## src/design/gptl_map.svh

```systemverilog
// Register indices, field positions and reset values of the limit bank.
// Assumes the includer works on 16-bit register words.
`ifndef GPTL_MAP_SVH
`define GPTL_MAP_SVH
`define GPTL_IDX_OUT_LOW     8'h00
`define GPTL_IDX_OUT_HIGH    8'h01
`define GPTL_IDX_PRESET_ONE  8'h02
`define GPTL_IDX_PRESET_TWO  8'h03
`define GPTL_IDX_AVG_CFG     8'h04
`define GPTL_IDX_INT_HI      8'h05
`define GPTL_IDX_INT_LO      8'h06
`define GPTL_IDX_R1_HI       8'h07
`define GPTL_IDX_R1_LO       8'h08
`define GPTL_IDX_R2_HI       8'h09
`define GPTL_IDX_R2_LO       8'h0a
`define GPTL_IDX_FLAGS       8'h0b
`define GPTL_IDX_ENABLE      8'h0c
`define GPTL_HIGH_FLAG_BIT   2
`define GPTL_LOW_FLAG_BIT    1
`define GPTL_RESET_VALUE     16'h0000
`define GPTL_RESET_HI_LIMIT  12'h7ff
`define GPTL_RESET_LO_LIMIT  12'h800
`endif

```

## src/design/gptl_pkg.sv

```systemverilog
// Types shared by the limit bank.
// Assumes the map header supplies every number.
package gptl_pkg;
    typedef struct packed {
        logic        wr;
        logic        rd;
        logic [7:0]  idx;
        logic [15:0] wdata;
    } gptl_req_t;
    typedef struct packed {
        logic        valid;
        logic [11:0] value;
    } gptl_temp_t;
    typedef enum logic [1:0] {
        GPTL_AVG_4,
        GPTL_AVG_8,
        GPTL_AVG_16,
        GPTL_AVG_32
    } gptl_avg_t;
endpackage

```

## src/design/gptl_regs.sv

```systemverilog
// Output level, DAC preset, averaging and temperature limit registers.
// Assumes a register port in the clk_sys domain and finished averages
// delivered by the measurement path as one-cycle valid strobes.
//
// Functional notes
// RULE1: Twenty output bits split over two registers.
// RULE2: Output bit zero drives output port low.
// RULE3: Output bit one drives output port high.
// RULE4: Output level word reads back as written.
// RULE5: Two 12-bit preset words, host read/write.
// RULE6: Presets feed all DAC-mode ports.
// RULE7: Preset writes leave port DAC data untouched.
// RULE8: Bits 1:0 select internal averaging depth.
// RULE9: Bits 3:2 select first remote depth.
// RULE10: Bits 5:4 select second remote depth.
// RULE11: Six 12-bit two's-complement limits, 0.125C.
// RULE12: Internal above high limit sets bit 2.
// RULE13: Internal below low limit sets bit 1.
// RULE14: First remote above high sets bit 2.
// RULE15: First remote below low sets bit 1.
// RULE16: Second remote above high sets bit 2.
// RULE17: Second remote below low sets bit 1.
// RULE18: Limit checks run only for enabled sensors.
// RULE19: Signed compare on each new enabled average.
`include "gptl_map.svh"
module gptl_regs
(
    // Clock and reset
    input  wire logic               clk_sys,
    input  wire logic               reset_n,
    // Register port
    input  wire gptl_pkg::gptl_req_t req,
    output logic [15:0]             rdata,
    output logic                    rvalid,
    // Port side
    input  wire logic [19:0]        output_mode,
    output logic [19:0]             digital_output_port,
    output logic [11:0]             dac_preset_one,
    output logic [11:0]             dac_preset_two,
    // Measurement side
    input  wire gptl_pkg::gptl_temp_t internal_temp,
    input  wire gptl_pkg::gptl_temp_t remote_one_temp,
    input  wire gptl_pkg::gptl_temp_t remote_two_temp,
    output gptl_pkg::gptl_avg_t     internal_average_depth,
    output gptl_pkg::gptl_avg_t     remote_one_average_depth,
    output gptl_pkg::gptl_avg_t     remote_two_average_depth,
    output logic [2:0]              sensor_enable_select,
    output logic [8:0]              temp_flags
);
    logic        rst_meta;
    logic        rst_n;
    logic [19:0] output_level_bits;
    logic [19:0] next_output_level_bits;
    logic [11:0] next_preset_one;
    logic [11:0] next_preset_two;
    logic [5:0]  avg_cfg;
    logic [5:0]  next_avg_cfg;
    logic [11:0] limit_hi [3];
    logic [11:0] limit_lo [3];
    logic [11:0] next_limit_hi [3];
    logic [11:0] next_limit_lo [3];
    logic [2:0]  next_enable;
    logic [8:0]  next_flags;
    logic [15:0] next_rdata;
    logic        next_rvalid;
    gptl_pkg::gptl_temp_t temps [3];

    // Reset leaves through two flops so release is clean in clk_sys.
    always_ff @(posedge clk_sys or negedge reset_n)
    begin
        if (!reset_n)
        begin
            rst_meta <= 1'b0;
            rst_n    <= 1'b0;
        end
        else
        begin
            rst_meta <= 1'b1;
            rst_n    <= rst_meta;
        end
    end

    function automatic logic above(input logic [11:0] t,
                                   input logic [11:0] lim);
        above = $signed(t) > $signed(lim); // RULE19
    endfunction

    function automatic logic hit(input logic [7:0] a, input logic [7:0] b);
        hit = req.wr && (a == b);
    endfunction

    assign temps[0] = internal_temp;
    assign temps[1] = remote_one_temp;
    assign temps[2] = remote_two_temp;

    // Only ports in output mode follow the level bits; others stay low.
    assign digital_output_port = output_level_bits & output_mode; // RULE2 RULE3
    assign internal_average_depth   = gptl_pkg::gptl_avg_t'(avg_cfg[1:0]); // RULE8
    assign remote_one_average_depth = gptl_pkg::gptl_avg_t'(avg_cfg[3:2]); // RULE9
    assign remote_two_average_depth = gptl_pkg::gptl_avg_t'(avg_cfg[5:4]); // RULE10

    // The stored word is kept whatever mode each port is in.
    always_comb
    begin
        next_output_level_bits = output_level_bits;
        if (hit(req.idx, `GPTL_IDX_OUT_LOW))
            next_output_level_bits[15:0] = req.wdata; // RULE1
        if (hit(req.idx, `GPTL_IDX_OUT_HIGH))
            next_output_level_bits[19:16] = req.wdata[3:0]; // RULE1
    end

    always_ff @(posedge clk_sys or negedge rst_n)
    begin
        if (!rst_n)
        begin
            output_level_bits <= 20'h0_0000;
        end
        else
        begin
            output_level_bits <= next_output_level_bits;
        end
    end

    // Presets have their own storage; per-port DAC data is elsewhere.
    always_comb
    begin
        next_preset_one = dac_preset_one;
        next_preset_two = dac_preset_two;
        if (hit(req.idx, `GPTL_IDX_PRESET_ONE))
            next_preset_one = req.wdata[11:0]; // RULE5 RULE7
        if (hit(req.idx, `GPTL_IDX_PRESET_TWO))
            next_preset_two = req.wdata[11:0]; // RULE5 RULE7
    end

    always_ff @(posedge clk_sys or negedge rst_n)
    begin
        if (!rst_n)
        begin
            dac_preset_one <= 12'h000;
            dac_preset_two <= 12'h000;
        end
        else
        begin
            dac_preset_one <= next_preset_one; // RULE6
            dac_preset_two <= next_preset_two; // RULE6
        end
    end

    // Depth codes leave undecoded; the averaging path maps them.
    always_comb
    begin
        next_avg_cfg = avg_cfg;
        next_enable  = sensor_enable_select;
        if (hit(req.idx, `GPTL_IDX_AVG_CFG))
            next_avg_cfg = req.wdata[5:0]; // RULE8 RULE9 RULE10
        if (hit(req.idx, `GPTL_IDX_ENABLE))
            next_enable = req.wdata[2:0]; // RULE18
    end

    always_ff @(posedge clk_sys or negedge rst_n)
    begin
        if (!rst_n)
        begin
            avg_cfg              <= 6'h00;
            sensor_enable_select <= 3'h0;
        end
        else
        begin
            avg_cfg              <= next_avg_cfg;
            sensor_enable_select <= next_enable;
        end
    end

    // Each limit register keeps only its low twelve bits.
    // Limits reset to the extremes, so no flag sets before setup.
    always_comb
    begin
        next_limit_hi = limit_hi;
        next_limit_lo = limit_lo;
        if (hit(req.idx, `GPTL_IDX_INT_HI))
            next_limit_hi[0] = req.wdata[11:0]; // RULE11
        if (hit(req.idx, `GPTL_IDX_INT_LO))
            next_limit_lo[0] = req.wdata[11:0]; // RULE11
        if (hit(req.idx, `GPTL_IDX_R1_HI))
            next_limit_hi[1] = req.wdata[11:0]; // RULE11
        if (hit(req.idx, `GPTL_IDX_R1_LO))
            next_limit_lo[1] = req.wdata[11:0]; // RULE11
        if (hit(req.idx, `GPTL_IDX_R2_HI))
            next_limit_hi[2] = req.wdata[11:0]; // RULE11
        if (hit(req.idx, `GPTL_IDX_R2_LO))
            next_limit_lo[2] = req.wdata[11:0]; // RULE11
    end

    always_ff @(posedge clk_sys or negedge rst_n)
    begin
        if (!rst_n)
        begin
            for (int s = 0; s < 3; s++)
            begin
                limit_hi[s] <= `GPTL_RESET_HI_LIMIT;
                limit_lo[s] <= `GPTL_RESET_LO_LIMIT;
            end
        end
        else
        begin
            limit_hi <= next_limit_hi;
            limit_lo <= next_limit_lo;
        end
    end

    // A value equal to a limit sets nothing; both compares are strict.
    function automatic logic [2:0] crossing(input gptl_pkg::gptl_temp_t t,
                                            input logic              enabled,
                                            input logic [11:0]       hi,
                                            input logic [11:0]       lo);
        crossing = 3'b000;
        if (t.valid && enabled) // RULE18
        begin
            crossing[`GPTL_HIGH_FLAG_BIT] = above(t.value, hi);
            crossing[`GPTL_LOW_FLAG_BIT]  = above(lo, t.value);
        end
    endfunction

    // Writing ones clears flags; a same-cycle event below still wins.
    always_comb
    begin
        next_flags = temp_flags;
        if (hit(req.idx, `GPTL_IDX_FLAGS))
            next_flags = temp_flags & ~req.wdata[8:0];
        next_flags[2:0] = next_flags[2:0] // RULE12 RULE13
                        | crossing(temps[0], sensor_enable_select[0],
                                   limit_hi[0], limit_lo[0]);
        next_flags[5:3] = next_flags[5:3] // RULE14 RULE15
                        | crossing(temps[1], sensor_enable_select[1],
                                   limit_hi[1], limit_lo[1]);
        next_flags[8:6] = next_flags[8:6] // RULE16 RULE17
                        | crossing(temps[2], sensor_enable_select[2],
                                   limit_hi[2], limit_lo[2]);
    end

    always_ff @(posedge clk_sys or negedge rst_n)
    begin
        if (!rst_n)
        begin
            temp_flags <= 9'h000;
        end
        else
        begin
            temp_flags <= next_flags;
        end
    end

    // Narrow registers read back with zeros above their top bit.
    function automatic logic [15:0] widen(input logic [11:0] v);
        widen = {4'h0, v};
    endfunction

    // Read data stands until the next read; unmapped indices read zero.
    always_comb
    begin
        next_rdata  = rdata;
        next_rvalid = req.rd;
        if (req.rd)
        begin
            if (req.idx == `GPTL_IDX_OUT_LOW)
                next_rdata = output_level_bits[15:0]; // RULE4
            else if (req.idx == `GPTL_IDX_OUT_HIGH)
                next_rdata = {12'h000, output_level_bits[19:16]}; // RULE4
            else if (req.idx == `GPTL_IDX_PRESET_ONE)
                next_rdata = widen(dac_preset_one);
            else if (req.idx == `GPTL_IDX_PRESET_TWO)
                next_rdata = widen(dac_preset_two);
            else if (req.idx == `GPTL_IDX_AVG_CFG)
                next_rdata = {10'h000, avg_cfg};
            else if (req.idx == `GPTL_IDX_INT_HI)
                next_rdata = widen(limit_hi[0]);
            else if (req.idx == `GPTL_IDX_INT_LO)
                next_rdata = widen(limit_lo[0]);
            else if (req.idx == `GPTL_IDX_R1_HI)
                next_rdata = widen(limit_hi[1]);
            else if (req.idx == `GPTL_IDX_R1_LO)
                next_rdata = widen(limit_lo[1]);
            else if (req.idx == `GPTL_IDX_R2_HI)
                next_rdata = widen(limit_hi[2]);
            else if (req.idx == `GPTL_IDX_R2_LO)
                next_rdata = widen(limit_lo[2]);
            else if (req.idx == `GPTL_IDX_FLAGS)
                next_rdata = {7'h00, temp_flags};
            else if (req.idx == `GPTL_IDX_ENABLE)
                next_rdata = {13'h0000, sensor_enable_select};
            else
                next_rdata = 16'h0000;
        end
    end

    always_ff @(posedge clk_sys or negedge rst_n)
    begin
        if (!rst_n)
        begin
            rdata  <= `GPTL_RESET_VALUE;
            rvalid <= 1'b0;
        end
        else
        begin
            rdata  <= next_rdata;
            rvalid <= next_rvalid;
        end
    end
endmodule

```

## config.mk

```make
export PLATFORM = sky130hd
export DESIGN_NAME = gptl_regs
export DESIGN_NICKNAME = d
export VERILOG_FILES = /design/src/design/gptl_pkg.sv /design/src/design/gptl_regs.sv
export VERILOG_INCLUDE_DIRS = /design/src /design/src/design
export SDC_FILE = /design/constraint.sdc
export NUM_CORES = 1
export LEC_CHECK = 0
export BUFFER_PORTS_ARGS = -buffer_cell sky130_fd_sc_hd__buf_2
export CAP_MARGIN = 20
export CORE_ASPECT_RATIO = 0.6
export CORE_MARGIN = 8
export CORE_UTILIZATION = 55
export CTS_CLUSTER_DIAMETER = 50
export DETAILED_ROUTE_END_ITERATION = 8
export GPL_ROUTABILITY_DRIVEN = 1
export MAX_ROUTING_LAYER = met4
export PLACE_DENSITY = 0.79
export SLEW_MARGIN = 5
export SYNTH_ARGS = -nofsm -noshare
export SYNTH_HDL_FRONTEND = slang
export SYNTH_SLANG_ARGS = --single-unit
```

## constraint.sdc

```tcl
create_clock -name clk_sys -period 6 [get_ports clk_sys]
set_input_delay 0.6 -clock clk_sys [delete_from_list [all_inputs] [get_ports clk_sys]]
set_output_delay 0.6 -clock clk_sys [all_outputs]
set_load 0.02 [all_outputs]
```

==> run metrics <==
crit path max fanout 25; HP Class register to async pin; pwr dens 257.4 mW/mm^2; NumNets Final 1209; Mapped Area 0.009175 sq mm; Area growth syn-to-layout 16.83%; Ys Warns 0; CTS buffer count 17; crit path max-delay cell type nor2_1; fillers 1300; core box area 0.01626 sq mm; Num Clock Sinks 153; Vias 8145; FF+latch count, synth 153; Lkg Pwr 5.561 nW; Hold WS 0.2530 ns; Post-Syn Instances 911; Die Width 182.7 microns; Final Core Density 65.92%; ANT cells 0; Main synth FF type dfrtp_1; wire per inst 24.01 microns; die height 116.0 microns; crit-path cells buf_2 > inv_1 > nor2_1 > nand2_1 > nor2_1 > mux2_2; relative slew slack 30.14%; Area contributors post-synth dfrtp_1, dfstp_2, mux2_2, ha_1, o21ai_0; Post-synth top cells dfrtp_1, mux2_2, inv_1, ha_1, nand2_1; Antenna Nets Post-Route 0; largest net degree at the start of global routing 67; DPL Wire Length 23.33 mm; unrepaired setup endpoints after global routing false; setup TNS 0 ns; Total GRT Usage 30.04%; MaxCap Viol Count 0; # port buffers 165; Via-to-Cell Ratio 6.309; gp weighted congestion 1.061; CP Launch Type primary input; fmax 326.7 MHz; VDD IR max 181.0 uV; status finished clean; crit share post-route 51.02%; effective utilization at floorplan 56.43%; vias in the first global route 7906; Final Skew 0.01049 ns; die area 0.02121 sq mm; average cell area after synthesis 10.07 sq um; Arr. time, crit path 3.37 ns; area post-placement 0.01008 sq mm; Synth top area share 31.91%; final wirelength 30.99 mm; Worst Path Required 6.30 ns; Critical Path Most Common Cell nor2_1; Post-Syn Nets 1070; worst-skew pair later-pin latency 0.43 ns; CTS max path bufs 2; top-count cell post-synth dfrtp_1; final setup violation count 0; Tot Pwr 2.760 mW; count of cell types in the netlist 61; WS Path Type primary input to register; initial drt markers 1064; CTS Root Buffer Type clkbuf_16; Critical Path End Type register; DRT Pass-1 Iters 5; max-slew violations 0; Worst-Margin Slew 1.044 ns; first-pass GRT wire length 46.72 mm; Post-synth EDFFs 0; layout cells sized above 1 32.17%; final instance area 0.01072 sq mm; slowest stage delay, CP 0.81 ns; Std-Cell Rows 36; clock-pin slew on the worst setup and hold paths 0.06 ns; initial antenna violation count 0; register area share after synthesis 42.22%; cell taking the most area after synthesis dfrtp_1; total I/O pin count 166; minimum clock period 3.061 ns; # DRC 0; Async S/R FF share, synth 100.0%; CTS tree yes; H-tree depth 4; endpoints failing hold 0; remaining global-route overflow 0; Post-CTS Setup Inserts 0
==> repair_timing <==
item / 4_1_cts / 5_1_grt
endpoints found under the hold margin: 2 / 0
gates resized for setup: 0 / 0
hold buffers: 1 / 0
==> cell families after synthesis <==
kind of cell / synth area share, %
other cells: 0.04087
mux: 12.33
flops: 42.22
simple gates: 13.50
fa+ha+maj: 9.819
buf+inv: 6.041
compound gates: 16.05
==> power by group <==
part	switching [mW]	internal [mW]
logic	0.268	0.162
registers	0.0780	1.11
clock network	0.471	0.671
total	0.816	1.94
==> critical path, delay by kind of cell <==
| kind | cells | cell delay [ns] |
|---|---|---|
| buffers and inverters | 2 | 0.81 |
| multiplexers | 1 | 0.43 |
| AND/OR/NAND/NOR | 3 | 1.52 |
==> path summary, 6_finish.rpt <==
check                                          from                       end  slack, ns  cells after the start
max reg2reg                limit_hi[25]$_DFFE_PN1P_   temp_flags[2]$_DFF_PN0_       3.56                      8
max                                         req[17]  limit_lo[34]$_DFFE_PN0P_       2.94                      6
min in group clk_sys             rst_meta$_DFF_PN0_           rst_n$_DFF_PN0_       0.35                      0
min reg2reg                         rst_n$_DFF_PN0_  limit_hi[35]$_DFFE_PN0P_       0.25                      0
max in group asynchronous           rst_n$_DFF_PN0_      rdata[9]$_DFFE_PN0P_       4.58                      1
min                                 rst_n$_DFF_PN0_  limit_hi[35]$_DFFE_PN0P_       0.25                      0
==> stage by stage <==
step                      worst slack, ns  std cells
after detailed placement            2.553       1258
after global placement              2.664       1258
after global routing                2.782       1291
after CTS                           2.993       1291
after floorplan                     1.484        911
final                               2.939       1291
==> cell type report <==
class	instances	area (sq um)	area share, %
multi-input cells	626	4750	44.31
clock inverters	15	196.4	1.833
well taps	228	285.3	2.661
inverters	79	296.5	2.766
clock buffers	17	425.4	3.969
flip-flops and latches	153	3877	36.17
repair buffers	173	888.4	8.288
==> per-layer routing <==
metal | vias to the layer above | part of all wire (%) | GRT usage, %
li1 | 3587 | - | -
met1 | 3993 | 45 | 41.38
met2 | 492 | 40 | 40.82
met3 | 73 | 13 | 10.83
met4 | 0 | 2.3 | 7.993
met5 | - | 0 | -
==> placed cells by master, fill, tap and decap left out, drive strengths merged, types with 13 or more instances in the layout <==
master	instances
nand4	13
ha	72
o21ai	68
dfrtp	117
dfstp	36
clkbuf	17
nor2b	18
nand3	26
inv	88
nor3	31
a21oi	34
nand2	73
nor2	35
a2111oi	14
mux2	92
buf	172
and2	21
==> registers in the layout (all words and copies together) (netlist names) <==
| signal | flops |
|---|---|
| output_level_bits | 20 |
| avg_cfg | 6 |
| temp_flags | 9 |
| limit_lo | 36 |
| dac_preset_two | 12 |
| sensor_enable_select | 3 |
| limit_hi | 36 |
| rst_meta | 1 |
| rvalid | 1 |
| rst_n | 1 |
| dac_preset_one | 12 |
| rdata | 16 |
(Power assumes the default switching activity.)
